## config.mk

```make
export PLATFORM = sky130hd
export DESIGN_NAME = bcl_loader
export DESIGN_NICKNAME = d
export VERILOG_FILES = /design/src/logic/bcl_pkg.sv /design/src/logic/bcl_loader.sv /design/src/logic/bcl_crc32.sv
export VERILOG_INCLUDE_DIRS = /design/src /design/src/logic
export SDC_FILE = /design/constraint.sdc
export NUM_CORES = 2
export LEC_CHECK = 0
export ABC_AREA = 1
export BUFFER_PORTS_ARGS = -buffer_cell sky130_fd_sc_hd__buf_2
export CORE_ASPECT_RATIO = 1.1
export CORE_UTILIZATION = 50
export CTS_CLUSTER_SIZE = 30
export DETAILED_ROUTE_END_ITERATION = 6
export PLACE_DENSITY_LB_ADDON = 0.25
export RECOVER_POWER = 25
export SLEW_MARGIN = 25
export SYNTH_ARGS = -nofsm -noshare
export SYNTH_HDL_FRONTEND = slang
export SYNTH_SLANG_ARGS = --single-unit
```

## constraint.sdc

```tcl
create_clock -name clk -period 133.3 [get_ports clk]
set_input_delay 26.66 -clock clk [delete_from_list [all_inputs] [get_ports clk]]
set_output_delay 26.66 -clock clk [all_outputs]
set_load 0.005 [all_outputs]
```

## src/logic/bcl_map.svh

```systemverilog
`ifndef BCL_MAP_SVH
`define BCL_MAP_SVH

// Reset and timing figures, in their own units
`define BCL_IRST_CYCLES    750000
`define BCL_CLK_PERIOD_PS  4000
`define BCL_LINK_EN_NS     200
`define BCL_SPI_HALF_NS    200
`define BCL_LINK_EN_CYC    ((`BCL_LINK_EN_NS * 1000) / `BCL_CLK_PERIOD_PS)
`define BCL_SPI_HALF_CYC   ((`BCL_SPI_HALF_NS * 1000) / `BCL_CLK_PERIOD_PS)

// Image checksum and link constants
`define BCL_CRC_POLY       32'hEDB88320
`define BCL_CRC_INIT       32'hFFFFFFFF
`define BCL_CRC_SKIP       32'h0D15AB1E
`define BCL_NULL_CHANEND   32'h0000FF02
`define BCL_END_TOKEN      8'h01
`define BCL_SPI_READ_CMD   8'h03
`define BCL_SPI_START_ADDR 24'h000000
`define BCL_RAM_BASE       14'h0000
`define BCL_OTP_BASE       11'h000

// Security word bit forcing secure boot
`define BCL_SEC_BOOT_BIT   5

// Strap positions inside the synchronised strap vector
`define BCL_STRAP_OSC      0
`define BCL_STRAP_PLL_LO   1
`define BCL_STRAP_PLL_HI   2
`define BCL_STRAP_BOOT_LO  3
`define BCL_STRAP_BOOT_HI  4

// Default PLL settings per strap pattern {high,low}
`define BCL_PLL00_OD       3'h1
`define BCL_PLL00_F        12'h07A
`define BCL_PLL11_OD       3'h2
`define BCL_PLL11_F        12'h077
`define BCL_PLL10_OD       3'h2
`define BCL_PLL10_F        12'h031
`define BCL_PLL01_OD       3'h2
`define BCL_PLL01_F        12'h017
`define BCL_PLL_R          6'h00

`endif

```

## src/logic/bcl_pkg.sv

```systemverilog
package bcl_pkg;

   // Boot sequencer states
   typedef enum logic [3:0] {
      BCL_ST_IRESET   = 4'b0000,
      BCL_ST_SELECT   = 4'b0001,
      BCL_ST_WAIT_DBG = 4'b0010,
      BCL_ST_LINK_DLY = 4'b0011,
      BCL_ST_SPI_CMD  = 4'b0100,
      BCL_ST_ACK      = 4'b0101,
      BCL_ST_COUNT    = 4'b0110,
      BCL_ST_PROG     = 4'b0111,
      BCL_ST_CRC      = 4'b1000,
      BCL_ST_ENDTOK   = 4'b1001,
      BCL_ST_SENDEND  = 4'b1010,
      BCL_ST_RUN      = 4'b1011,
      BCL_ST_HALT     = 4'b1100
   } bcl_state_t;

   // Image byte source
   typedef enum logic [1:0] {
      BCL_SRC_NONE = 2'b00,
      BCL_SRC_SPI  = 2'b01,
      BCL_SRC_LINK = 2'b10,
      BCL_SRC_OTP  = 2'b11
   } bcl_src_t;

endpackage

```

## src/logic/bcl_loader.sv

```systemverilog
// What this block does
// - Strap low picks resonator, high internal oscillator
// - PLL straps preset output and feedback dividers; input divider fixed at 0
// - Tile clock follows the PLL ratio formula
// - Software may rewrite PLL values after boot
// - Pins float while reset pin held
// - Long internal reset, then pulls, then boot
// - Boot straps choose debug, link or flash
// - Security bit forces boot from OTP
// - Image: count, words, CRC or skip marker
// - Little-endian count and CRC; load at zero
// - Reflected CRC-32, all-ones seed, inverted result
// - Mode-0 flash master at 2.5 MHz
// - Read command then zero address, stream data
// - Flash bytes arrive least significant bit first
// - Flash boot pins are fixed
// - Link enabled 200 ns in, outputs low
// - Link: ack word, image, END, reply, free
// - Secure boot reads OTP from address zero
`timescale 1ns/1ps
`default_nettype none
`include "bcl_map.svh"

module bcl_loader
   import bcl_pkg::*;
#(
   parameter int unsigned IRST_CYCLES = `BCL_IRST_CYCLES
) (
   input  wire logic        clk,
   input  wire logic        rst,
   input  wire logic        oscillator_source_strap_n,
   input  wire logic        pll_strap_low,
   input  wire logic        pll_strap_high,
   input  wire logic [1:0]  boot_source_strap,
   input  wire logic [31:0] security_word,
   input  wire logic [16:0] osc_khz,
   output logic             osc_internal_sel,
   output logic      [2:0]  pll_output_divider,
   output logic      [11:0] pll_feedback,
   output logic      [5:0]  pll_input_divider,
   output logic      [31:0] tile_khz,
   input  wire logic        pll_cfg_wr,
   input  wire logic [2:0]  pll_cfg_od,
   input  wire logic [11:0] pll_cfg_f,
   input  wire logic [5:0]  pll_cfg_r,
   output logic             gpio_pull_en,
   output logic             boot_wait_debug,
   output logic             boot_halted,
   input  wire logic        spi_miso,
   output logic             spi_sclk,
   output logic             spi_sclk_oe,
   output logic             spi_ss_n,
   output logic             spi_ss_n_oe,
   output logic             spi_mosi,
   output logic             spi_mosi_oe,
   output logic             link_pulldown_en,
   output logic      [1:0]  link_out,
   output logic             link_out_oe,
   input  wire logic [1:0]  link_in,
   output logic             link_in_low,
   input  wire logic        link_rx_valid,
   input  wire logic [7:0]  link_rx_data,
   input  wire logic        link_rx_ctrl,
   output logic             link_tx_valid,
   output logic      [7:0]  link_tx_data,
   output logic             link_tx_ctrl,
   input  wire logic        link_tx_ready,
   output logic             chanend0_alloc,
   output logic      [31:0] ack_chanend,
   output logic             otp_rd,
   output logic      [10:0] otp_addr,
   input  wire logic [31:0] otp_rdata,
   output logic             ram_we,
   output logic      [13:0] ram_addr,
   output logic      [31:0] ram_wdata,
   output logic             exec_run,
   output logic      [13:0] exec_addr
);
   localparam logic [7:0] SPI_HALF = 8'(`BCL_SPI_HALF_CYC);
   localparam logic [7:0] LINK_DLY = 8'(`BCL_LINK_EN_CYC);
   localparam logic [19:0] IRST_LAST = 20'(IRST_CYCLES - 1);

   bcl_state_t  state_reg, state_next;
   bcl_src_t    src_reg;
   logic [4:0]  strap_s1_reg, strap_s2_reg;
   logic        miso_s1_reg, miso_s2_reg;
   logic [1:0]  lin_s1_reg, lin_s2_reg;
   logic [19:0] irst_cnt_reg;
   logic        osc_int_reg, pull_reg, link_en_reg, exec_reg;
   logic [2:0]  od_reg;
   logic [11:0] f_reg;
   logic [5:0]  r_reg;
   logic [31:0] tile_khz_reg;
   logic [7:0]  dly_reg;
   logic [1:0]  wcnt_reg;
   logic [23:0] wacc_reg;
   logic [31:0] left_reg, ack_reg;
   logic [13:0] wptr_reg, ram_addr_reg;
   logic        ram_we_reg;
   logic [31:0] ram_wdata_reg;
   logic        spi_oe_reg, spi_act_reg, sclk_reg;
   logic [7:0]  div_reg;
   logic [5:0]  bits_reg;
   logic [31:0] cmd_reg;
   logic [6:0]  rx_sh_reg;
   logic        otp_rd_reg, otp_pend_reg, otp_have_reg;
   logic [31:0] otp_word_reg;
   logic [1:0]  otp_bidx_reg;
   logic [10:0] otp_addr_reg;
   logic [31:0] crc_val;

   // Pin synchronisers; only the second stage is read
   wire [4:0] strap_pins = {boot_source_strap, pll_strap_high, pll_strap_low,
                            oscillator_source_strap_n};
   always_ff @(posedge clk or posedge rst) begin
      if (rst) begin
         strap_s1_reg <= 5'h00;
         strap_s2_reg <= 5'h00;
         miso_s1_reg  <= 1'b0;
         miso_s2_reg  <= 1'b0;
         lin_s1_reg   <= 2'h0;
         lin_s2_reg   <= 2'h0;
      end else begin
         strap_s1_reg <= strap_pins;
         strap_s2_reg <= strap_s1_reg;
         miso_s1_reg  <= spi_miso;
         miso_s2_reg  <= miso_s1_reg;
         lin_s1_reg   <= link_in;
         lin_s2_reg   <= lin_s1_reg;
      end
   end

   // Strap decode; sampled once, so later strap motion is harmless
   wire       secure    = security_word[`BCL_SEC_BOOT_BIT];
   wire [1:0] pll_pat   = strap_s2_reg[`BCL_STRAP_PLL_HI:`BCL_STRAP_PLL_LO];
   wire [1:0] boot_pat  = strap_s2_reg[`BCL_STRAP_BOOT_HI:`BCL_STRAP_BOOT_LO];
   wire [2:0] strap_od  = (pll_pat == 2'h0) ? `BCL_PLL00_OD :
                          (pll_pat == 2'h3) ? `BCL_PLL11_OD :
                          (pll_pat == 2'h2) ? `BCL_PLL10_OD : `BCL_PLL01_OD;
   wire [11:0] strap_f  = (pll_pat == 2'h0) ? `BCL_PLL00_F :
                          (pll_pat == 2'h3) ? `BCL_PLL11_F :
                          (pll_pat == 2'h2) ? `BCL_PLL10_F : `BCL_PLL01_F;
   wire       irst_end  = (state_reg == BCL_ST_IRESET) && (irst_cnt_reg == IRST_LAST);

   // Tile clock estimate from oscillator rate and PLL values
   wire [31:0] pll_mul  = 32'(osc_khz) * 32'({20'h00000, f_reg} + 32'h1);
   wire [31:0] pll_pre  = (pll_mul >> 1) / (32'(r_reg) + 32'h1);
   wire [31:0] tile_val = pll_pre / (32'(od_reg) + 32'h1);

   // Image byte stream, from whichever source is active
   wire loading  = (state_reg == BCL_ST_ACK) || (state_reg == BCL_ST_COUNT) ||
                   (state_reg == BCL_ST_PROG) || (state_reg == BCL_ST_CRC);
   wire half_tk  = spi_act_reg && (div_reg == SPI_HALF - 8'h01);
   wire sclk_rise = half_tk && !sclk_reg;
   wire sclk_fall = half_tk && sclk_reg;
   wire spi_cmd_done = (state_reg == BCL_ST_SPI_CMD) && sclk_rise && (bits_reg == 6'h1F);
   wire spi_stb  = (src_reg == BCL_SRC_SPI) && loading && sclk_rise &&
                   (bits_reg[2:0] == 3'h7);
   wire [7:0] spi_byte = {miso_s2_reg, rx_sh_reg};
   wire link_stb = (src_reg == BCL_SRC_LINK) && loading && link_rx_valid && !link_rx_ctrl;
   wire otp_stb  = (src_reg == BCL_SRC_OTP) && loading && otp_have_reg;
   wire [7:0] otp_byte = otp_word_reg[{otp_bidx_reg, 3'h0} +: 8];
   wire       byte_vld  = spi_stb || link_stb || otp_stb;
   wire [7:0] byte_dat  = spi_stb ? spi_byte : (link_stb ? link_rx_data : otp_byte);
   wire       word_done = byte_vld && (wcnt_reg == 2'h3);
   wire [31:0] full_word = {byte_dat, wacc_reg};
   wire crc_ok   = (full_word == `BCL_CRC_SKIP) || (full_word == crc_val);
   wire end_seen = link_rx_valid && link_rx_ctrl && (link_rx_data == `BCL_END_TOKEN);
   wire ack_null = (ack_reg == `BCL_NULL_CHANEND);

   // Checksum covers count and program bytes only
   bcl_crc32 u_crc (
      .clk     (clk),
      .rst     (rst),
      .init    (state_reg == BCL_ST_SELECT),
      .en      (byte_vld && ((state_reg == BCL_ST_COUNT) || (state_reg == BCL_ST_PROG))),
      .data    (byte_dat),
      .crc_out (crc_val)
   );

   // Boot sequencer
   always_comb begin
      state_next = state_reg;
      case (state_reg)
         BCL_ST_IRESET:   if (irst_end) state_next = BCL_ST_SELECT;
         BCL_ST_SELECT: begin
            if (secure) state_next = BCL_ST_COUNT;
            else if (boot_pat == 2'h3) state_next = BCL_ST_SPI_CMD;
            else if (boot_pat == 2'h2) state_next = BCL_ST_LINK_DLY;
            else state_next = BCL_ST_WAIT_DBG;
         end
         BCL_ST_LINK_DLY: if (dly_reg == 8'h00) state_next = BCL_ST_ACK;
         BCL_ST_SPI_CMD:  if (spi_cmd_done) state_next = BCL_ST_COUNT;
         BCL_ST_ACK:      if (word_done) state_next = BCL_ST_COUNT;
         BCL_ST_COUNT: begin
            if (word_done) state_next = (full_word == 32'h0) ? BCL_ST_CRC : BCL_ST_PROG;
         end
         BCL_ST_PROG:     if (word_done && left_reg == 32'h1) state_next = BCL_ST_CRC;
         BCL_ST_CRC: begin
            if (word_done) begin
               if (!crc_ok) state_next = BCL_ST_HALT;
               else if (src_reg == BCL_SRC_LINK) state_next = BCL_ST_ENDTOK;
               else state_next = BCL_ST_RUN;
            end
         end
         BCL_ST_ENDTOK:   if (end_seen) state_next = BCL_ST_SENDEND;
         BCL_ST_SENDEND:  if (ack_null || link_tx_ready) state_next = BCL_ST_RUN;
         BCL_ST_WAIT_DBG: state_next = BCL_ST_WAIT_DBG;
         BCL_ST_RUN:      state_next = BCL_ST_RUN;
         BCL_ST_HALT:     state_next = BCL_ST_HALT;
         default:         state_next = BCL_ST_HALT;
      endcase
   end

   // State and internal reset count
   always_ff @(posedge clk or posedge rst) begin
      if (rst) begin
         state_reg    <= BCL_ST_IRESET;
         irst_cnt_reg <= 20'h00000;
      end else begin
         state_reg    <= state_next;
         if (state_reg == BCL_ST_IRESET) irst_cnt_reg <= irst_cnt_reg + 20'h00001;
      end
   end

   // Clock source and pulls caught at end of reset; source choice in the select cycle after
   always_ff @(posedge clk or posedge rst) begin
      if (rst) begin
         osc_int_reg <= 1'b0;
         pull_reg    <= 1'b0;
         src_reg     <= BCL_SRC_NONE;
         spi_oe_reg  <= 1'b0;
      end else if (irst_end) begin
         osc_int_reg <= strap_s2_reg[`BCL_STRAP_OSC];
         pull_reg    <= 1'b1;
      end else if (state_reg == BCL_ST_SELECT) begin
         src_reg     <= (state_next == BCL_ST_COUNT)    ? BCL_SRC_OTP :
                        (state_next == BCL_ST_SPI_CMD)  ? BCL_SRC_SPI :
                        (state_next == BCL_ST_LINK_DLY) ? BCL_SRC_LINK : BCL_SRC_NONE;
         spi_oe_reg  <= (state_next == BCL_ST_SPI_CMD) && !secure;
      end
   end

   // PLL values: strap preset, then software may overwrite
   always_ff @(posedge clk or posedge rst) begin
      if (rst) begin
         od_reg <= `BCL_PLL00_OD;
         f_reg  <= `BCL_PLL00_F;
         r_reg  <= `BCL_PLL_R;
         tile_khz_reg <= 32'h0;
      end else begin
         tile_khz_reg <= tile_val;
         if (irst_end) begin
            od_reg <= strap_od;
            f_reg  <= strap_f;
            r_reg  <= `BCL_PLL_R;
         end else if (pll_cfg_wr && state_reg != BCL_ST_IRESET) begin
            od_reg <= pll_cfg_od;
            f_reg  <= pll_cfg_f;
            r_reg  <= pll_cfg_r;
         end
      end
   end

   // Link enable after the fixed delay; wires then held low
   always_ff @(posedge clk or posedge rst) begin
      if (rst) begin
         dly_reg     <= 8'h00;
         link_en_reg <= 1'b0;
      end else if (state_reg == BCL_ST_SELECT) begin
         dly_reg     <= LINK_DLY - 8'h01;
      end else if (state_reg == BCL_ST_LINK_DLY) begin
         dly_reg     <= dly_reg - 8'h01;
         if (dly_reg == 8'h00) link_en_reg <= 1'b1;
      end
   end

   // Word assembly, little end first
   always_ff @(posedge clk or posedge rst) begin
      if (rst) begin
         wcnt_reg <= 2'h0;
         wacc_reg <= 24'h000000;
         left_reg <= 32'h0;
         ack_reg  <= `BCL_NULL_CHANEND;
      end else if (byte_vld) begin
         wcnt_reg <= wcnt_reg + 2'h1;
         wacc_reg <= {byte_dat, wacc_reg[23:8]};
         if (word_done && state_reg == BCL_ST_ACK) ack_reg <= full_word;
         if (word_done && state_reg == BCL_ST_COUNT) left_reg <= full_word;
         if (word_done && state_reg == BCL_ST_PROG) left_reg <= left_reg - 32'h1;
      end
   end

   // Program words land from the bottom of RAM upward
   always_ff @(posedge clk or posedge rst) begin
      if (rst) begin
         wptr_reg      <= `BCL_RAM_BASE;
         ram_addr_reg  <= `BCL_RAM_BASE;
         ram_we_reg    <= 1'b0;
         ram_wdata_reg <= 32'h0;
         exec_reg      <= 1'b0;
      end else begin
         ram_we_reg <= word_done && (state_reg == BCL_ST_PROG);
         if (word_done && state_reg == BCL_ST_COUNT) wptr_reg <= `BCL_RAM_BASE;
         if (word_done && state_reg == BCL_ST_PROG) begin
            ram_addr_reg  <= wptr_reg;
            ram_wdata_reg <= full_word;
            wptr_reg      <= wptr_reg + 14'h0001;
         end
         if (state_next == BCL_ST_RUN) exec_reg <= 1'b1;
      end
   end

   // Flash master: mode 0, data out on falling, sampled on rising
   always_ff @(posedge clk or posedge rst) begin
      if (rst) begin
         spi_act_reg <= 1'b0;
         sclk_reg    <= 1'b0;
         div_reg     <= 8'h00;
         bits_reg    <= 6'h00;
         cmd_reg     <= 32'h0;
         rx_sh_reg   <= 7'h00;
      end else begin
         if (state_reg == BCL_ST_SELECT) begin
            spi_act_reg <= (state_next == BCL_ST_SPI_CMD);
            cmd_reg     <= {`BCL_SPI_READ_CMD, `BCL_SPI_START_ADDR};
         end else if (spi_act_reg && !loading && state_reg != BCL_ST_SPI_CMD) begin
            spi_act_reg <= 1'b0;
         end
         div_reg <= half_tk ? 8'h00 : (spi_act_reg ? div_reg + 8'h01 : 8'h00);
         if (half_tk) sclk_reg <= !sclk_reg;
         else if (spi_act_reg && !loading && state_reg != BCL_ST_SPI_CMD)
            sclk_reg <= 1'b0;
         if (sclk_fall) cmd_reg <= {cmd_reg[30:0], 1'b0};
         if (sclk_rise) begin
            bits_reg  <= spi_cmd_done ? 6'h00 : bits_reg + 6'h01;
            rx_sh_reg <= {miso_s2_reg, rx_sh_reg[6:1]};
         end
      end
   end

   // OTP words fetched one at a time, one cycle read latency
   always_ff @(posedge clk or posedge rst) begin
      if (rst) begin
         otp_rd_reg   <= 1'b0;
         otp_pend_reg <= 1'b0;
         otp_have_reg <= 1'b0;
         otp_word_reg <= 32'h0;
         otp_bidx_reg <= 2'h0;
         otp_addr_reg <= `BCL_OTP_BASE;
      end else begin
         otp_rd_reg   <= (src_reg == BCL_SRC_OTP) && loading && !otp_have_reg &&
                         !otp_rd_reg && !otp_pend_reg;
         otp_pend_reg <= otp_rd_reg;
         if (otp_pend_reg) begin
            otp_word_reg <= otp_rdata;
            otp_have_reg <= 1'b1;
         end else if (otp_stb) begin
            otp_bidx_reg <= otp_bidx_reg + 2'h1;
            if (otp_bidx_reg == 2'h3) begin
               otp_have_reg <= 1'b0;
               otp_addr_reg <= otp_addr_reg + 11'h001;
            end
         end
      end
   end

   // Pins stay undriven until the internal reset is over
   assign spi_sclk         = sclk_reg;
   assign spi_mosi         = cmd_reg[31];
   assign spi_ss_n         = !spi_act_reg;
   assign spi_sclk_oe      = spi_oe_reg;
   assign spi_ss_n_oe      = spi_oe_reg;
   assign spi_mosi_oe      = spi_oe_reg;
   assign link_out         = 2'h0;
   assign link_out_oe      = link_en_reg;
   assign link_pulldown_en = pull_reg && !link_en_reg;
   assign link_in_low      = (lin_s2_reg == 2'h0);
   assign link_tx_valid    = (state_reg == BCL_ST_SENDEND) && !ack_null;
   assign link_tx_data     = `BCL_END_TOKEN;
   assign link_tx_ctrl     = 1'b1;
   assign chanend0_alloc   = (src_reg == BCL_SRC_LINK) && (loading ||
                             state_reg == BCL_ST_ENDTOK || state_reg == BCL_ST_SENDEND);
   assign ack_chanend      = ack_reg;
   assign otp_rd           = otp_rd_reg;
   assign otp_addr         = otp_addr_reg;
   assign ram_we           = ram_we_reg;
   assign ram_addr         = ram_addr_reg;
   assign ram_wdata        = ram_wdata_reg;
   assign exec_run         = exec_reg;
   assign exec_addr        = `BCL_RAM_BASE;
   assign osc_internal_sel = osc_int_reg;
   assign pll_output_divider = od_reg;
   assign pll_feedback     = f_reg;
   assign pll_input_divider = r_reg;
   assign tile_khz         = tile_khz_reg;
   assign gpio_pull_en     = pull_reg;
   assign boot_wait_debug  = (state_reg == BCL_ST_WAIT_DBG);
   assign boot_halted      = (state_reg == BCL_ST_HALT);
endmodule
`default_nettype wire

```

## src/logic/bcl_crc32.sv

```systemverilog
`timescale 1ns/1ps
`default_nettype none
`include "bcl_map.svh"

module bcl_crc32 (
   input  wire logic        clk,
   input  wire logic        rst,
   input  wire logic        init,
   input  wire logic        en,
   input  wire logic [7:0]  data,
   output logic      [31:0] crc_out
);
   logic [31:0] crc_reg;
   logic [31:0] step [0:8];

   // Reflected shifts, one stage per bit of the byte
   assign step[0] = crc_reg ^ {24'h000000, data};
   genvar gi;
   generate
      for (gi = 0; gi < 8; gi++) begin : g_bit
         assign step[gi+1] = step[gi][0] ? ((step[gi] >> 1) ^ `BCL_CRC_POLY)
                                         : (step[gi] >> 1);
      end
   endgenerate

   // Register seeded with all ones
   always_ff @(posedge clk or posedge rst) begin
      if (rst) crc_reg <= `BCL_CRC_INIT;
      else if (init) crc_reg <= `BCL_CRC_INIT;
      else if (en) crc_reg <= step[8];
   end

   // Remainder is inverted on the way out
   assign crc_out = ~crc_reg;
endmodule
`default_nettype wire

```

Yosys cells after proc, flatten, opt, wreduce, memory -nomap -nowiden
Index checks and enable logic that the tools add are counted.

storage, ports and cells
  flip-flop bits (word level) = 394
  input bits = 124
  output and inout bits = 185
  logic and storage cells = 236

operators by class
  add/sub/neg operators = 12
  multipliers = 1
  div/mod/pow operators = 2
  equal/unequal tests = 35
  shifts and indexed selects = 1
  mux-type cells = 58
  bitwise logic cells = 13
  reduce and logical (&&, ||, !) cells = 74

operators by type and width
  cell                                                count
  2-to-1 mux 32 bit                                   14
  NOT 13 -> 14 bit                                    8
  2-to-1 mux 8 bit                                    6
  case mux 4 bit (12 select lines)                    1
  2-to-1 mux 4 bit                                    10
  divider 31 x 32 -> 32 bit                           1
  divider 32 x 32 -> 32 bit                           1
  == test 32 x 1 -> 1 bit, second input constant      1
  == test 32 x 16 -> 1 bit, second input constant     1
  == test 32 x 28 -> 1 bit, second input constant     1
  == test 32 bit                                      1
  logical AND 1 bit                                   32
  logical NOT 32 bit                                  1
  NOT 32 bit                                          1
  variable part select 32 x 6 -> 8 bit                1
  subtractor 32 x 1 -> 32 bit, second input constant  1
  XOR 32 x 8 -> 32 bit                                1
  multiplier 17 x 13 -> 30 bit                        1
  2-to-1 mux 14 bit                                   2
  == test 4 x 3 -> 1 bit, second input constant       6
  == test 4 bit, second input constant                6
  2-to-1 mux 12 bit                                   2
  2-to-1 mux 6 bit                                    4
  adder 20 x 1 -> 20 bit, second input constant       1
  33 further kinds                                    92

Longest topological paths before layout
  depth in word-level cells = 28
  gate-level depth with buffers = 506

Cells and area by module
Synthesis repeated with hierarchy kept, for this count alone.

second synthesis, totals
  cell total of the unflattened synthesis = 11138
  area, all modules = 68697.1 um^2

by module, submodules not included
  module      instances  cells each  area each (um^2)  seq. area each (um^2)
  bcl_loader  1          10757       66217.3           8476.9
  bcl_crc32   1          381         2479.9            840.8

Worst setup path before layout
Ideal clock, no wire load.

  kind = input -> register
  from = input osc_khz[3]
  to = register tile_khz_reg[0], in the netlist tile_khz[0]
  setup time = 119 ps
  arrival time = 92983 ps
  required time = 133181 ps
  setup slack = 40198 ps
  stages on the path = 472
  buffers on the path = 43
  cell sequence = clkbuf_1 inv_1 nor2_1 fa_1 fa_1 fa_1 fa_1 inv_1 fa_1 inv_1 ha_1 nand2_1 nor2_2 inv_1 nor2_2 nand2_1 nand2_1 nand2_1 (+436 left out) a21oi_1 o21ai_0 inv_1 nand4_4 nor3_2 nand2_4 buf_6 nand3_1 nand2_1 ha_1 a21oi_1 o221ai_1 inv_1 nand3_1 nor2_1 nand3_1 nor2_1 nand2_1

between the ends
  word-level cells in the longest chain between the ends = 3

ends and longest elaborated chain
  item                          line               text
  start, declared               bcl_loader.sv:36   input wire logic [16:0] osc_khz,
  multiplier 17 x 13 -> 30 bit  bcl_loader.sv:146  wire [31:0] pll_mul = 32'(osc_khz) * 32'({20'h00000, f_reg} + 32'h1);
  divider 31 x 32 -> 32 bit     bcl_loader.sv:147  wire [31:0] pll_pre = (pll_mul >> 1) / (32'(r_reg) + 32'h1);
  divider 32 x 32 -> 32 bit     bcl_loader.sv:148  wire [31:0] tile_val = pll_pre / (32'(od_reg) + 32'h1);
  named net tile_val[0]         bcl_loader.sv:148
  end signal, assigned          bcl_loader.sv:252  tile_khz_reg <= tile_val;
  end, declared                 bcl_loader.sv:93   logic [31:0] tile_khz_reg;

The timed path passes the listed nets, and every way through them passes these cells.
A chain may end at the register's enable or synchronous reset.

Worst setup path in the final report
  from = input osc_khz[8]
  to = register tile_khz_reg[0], in the netlist tile_khz[0]

The elaborated chain is that of the path after synthesis.

==> impl_metrics.csv <==
group,metric,value,unit
yosys,synth_edf_count,0,
floorplan,rows,142,
sta,tns,0,ns
floorplan,io_pins,309,
route,dr_wl_met3,9200,um
yosys,synthDistinctLibCells,88,
sta,finClkSkew,0.0461,ns
yosys,synth_top_family_by_area,"simple AND/OR/NAND/NOR gates",
sta,drv_slew,107,
route,postRouteAntennaNets,0,
yosys,synth-xor-area-share,0.0624,
cells_and_area,antenna-diode-count,0,
grt,grt_max_degree,145,
route,wl_met2,99900,um
route,wire_per_inst,15.8,um
flow_run,drv_cap,1,
setup_path,arrival,108.16,ns
route,drt_iter0_drc,5083,
grt,overflow,0,
yosys,synthMostInstantiatedCell,"nand2_1",
clock_network,cts_tree,"done",
route,wl_met1,92300,um
floorplan,core_area,0.137,mm^2
sta,finalHoldViolCount,0,
floorplan,fp.dieW,357,um
route,num_vias,70800,
grt,grt_pass1_vias,67500,
setup_path,crit_top_cell,"nand2_1",
route,maxUsedRoutingLayer,"met4",
cells_and_area,area_delta_synth_final,5.59,%
yosys,synthCells,11200,
grt,antenna_found_initial,0,
yosys,seq_area_frac_synth,0.135,
clock_network,cts_inserted_buffers,44,
setup_path,crit_required,133.81,ns
yosys,synth_top_area_frac,0.157,
route,dr.pass1.iters,7,
setup_path,cp-start-kind,"primary input",
route,drc,1,
grt,grt_pass1_wl,339000,um
yosys,async_flop_share,1.00,
hold_path,min_path_type,"reg -> reg",
yosys,synth_area,0.0692,mm^2
placed_design,place.port_buffers,252,
yosys,synthTopCellsByArea,"nand2_1, dfrtp_1, inv_1",
clock_network,clk_pin_slew,0.06,ns
clock_network,cts.sinks,370,
yosys,synthSimpleGateAreaFrac,0.444,
floorplan,die_area,0.140,mm^2
cells_and_area,drive_above_1_share,0.133,
grt,grt_usage,0.293,
floorplan,die_y,392,um
sta,grt_setup_unrepaired,"no",
clock_network,cts_root_buffer,"clkbuf_16",
setup_path,cp_slowest_stage_delay,0.62,ns
clock_network,insertion_delay,0.64,ns
setup_path,crit_slowest_cell,"a21oi_1",
clock_network,ctsResizeCount,0,
sta,period_minus_slack,107.65,ns
setup_path,cp-end-kind,"flop",
clock_network,htree_levels,2,
floorplan,start_util,0.506,
yosys,yosys.area_share.adder,0.124,
route,wl,208000,um
status,outcome,"finished with violations",
yosys,synth_top_cells_by_count,"nand2_1, inv_1, nor2_1, nand3_1, o21ai_0",
sta,max_freq,9.29,MHz
status,violations,"DRC, capacitance limit, slew limit",
clock_network,cts_setup_buffers,0,
sta,setup_viol_count_final,0,
sta,slew_headroom,-2.50,
yosys,yosysTopAreaCell,"nand2_1",
setup_path,worstSetupPathType,"in -> reg",
yosys,ys_seq_elements,370,
cells_and_area,nets,12100,
clock_network,cts_buffer_depth,3,
setup_path,reg2reg_setup_slack,49.18,ns
placed_design,hpwl,170000,um
sta,worst_slew_pin_slew,5.22,ns
yosys,synth_flop_cell,"dfrtp_1",
placed_design,place_congestion,0.970,
route,vias_per_cell,5.38,
yosys,synth.area.mux_share,0.00338,
yosys,synth-compound-area-share,0.102,
clock_network,hold_buffers,0,
setup_path,cp_max_fo,42,
yosys,syn_avg_cell_area,6.18,um^2
yosys,ys.warnings.count,0,
sta,final.period_utilization,0.808,
-- stage by stage --
step / hold slack, ns / util / setup slack [ns] / area (um^2) / instances
after floorplan: 0.331 / - / 40.20 / 69300 / 11200
after global placement: 0.332 / 0.523 / 27.40 / 71500 / 13100
after detailed placement: 0.335 / 0.523 / 25.99 / 71500 / 13100
after CTS: 0.348 / 0.534 / 26.38 / 73100 / 13200
after global routing: 0.355 / 0.534 / 17.44 / 73100 / 13200
final: 0.347 / 0.534 / 25.65 / 73100 / 13200
-- critical path: cells and delay by family --
| family | cells | cell delay (ns) |
|---|---|---|
| and+or+nand+nor | 206 | 34.29 |
| AOI/OAI and AO/OA | 118 | 23.15 |
| adders and majority gates | 38 | 13.62 |
| buffers and inverters | 70 | 10.09 |
-- per-layer routing --
layer,GRT usage,vias to the layer above
met5,0,-
met3,0.0257,361
met4,0.0948,0
met2,0.519,1678
li1,-,36100
met1,0.371,32700
-- cells by family after synthesis --
kind of cell	after synthesis
muxes	21
and+or+nand+nor	6338
xor gates and xnor gates	492
AOI/OAI and AO/OA	1246
other	2
DFF	370
adders and majority gates	588
buffers and inverters	2136
-- placed cells by master (no fill, tap or decap), types with 53 or more instances in the layout --
master and count:
nand4_1 340, nor2_4 83, o21ai_0 545, buf_2 250
ha_1 423, o21ai_1 82, xnor2_1 153, xor2_1 337
inv_2 107, clkinv_1 53, nor2_2 137, fa_1 165
nor4_1 58, nand3b_1 81, a21oi_1 344, nand2_4 71
nand3_2 198, inv_1 1728, dfrtp_1 322, nor3_1 120
nand2_2 274, nand3_1 834, nor2_1 1115, nand2_1 2889
-- final cells by class --
type	instances	area, um^2
multi-input cells	8712	51100
repair buffers	297	1610
fillers	14000	63800
flip-flops and latches	370	9320
inverters	1919	7280
clock inverters	22	329
clock buffers	58	1210
well taps	1800	2250
-- worst paths after layout --
kind / startpoint / to / cells past startpoint
hold / removal: strap_s1_reg[0] / strap_s2_reg[0] / 0
setup / recovery: osc_khz[8] / tile_khz[0] / 432
setup reg to reg: pll_feedback[0] / tile_khz[0] / 443
max in group asynchronous: rst / tile_khz[4] / 4
hold reg to reg: strap_s1_reg[0] / strap_s2_reg[0] / 0
min in group asynchronous: rst / irst_cnt_reg[3] / 2
Power is left out: the tool's default activity adds up to more than one toggle a clock period on the data nets, which glitch-free logic cannot reach.
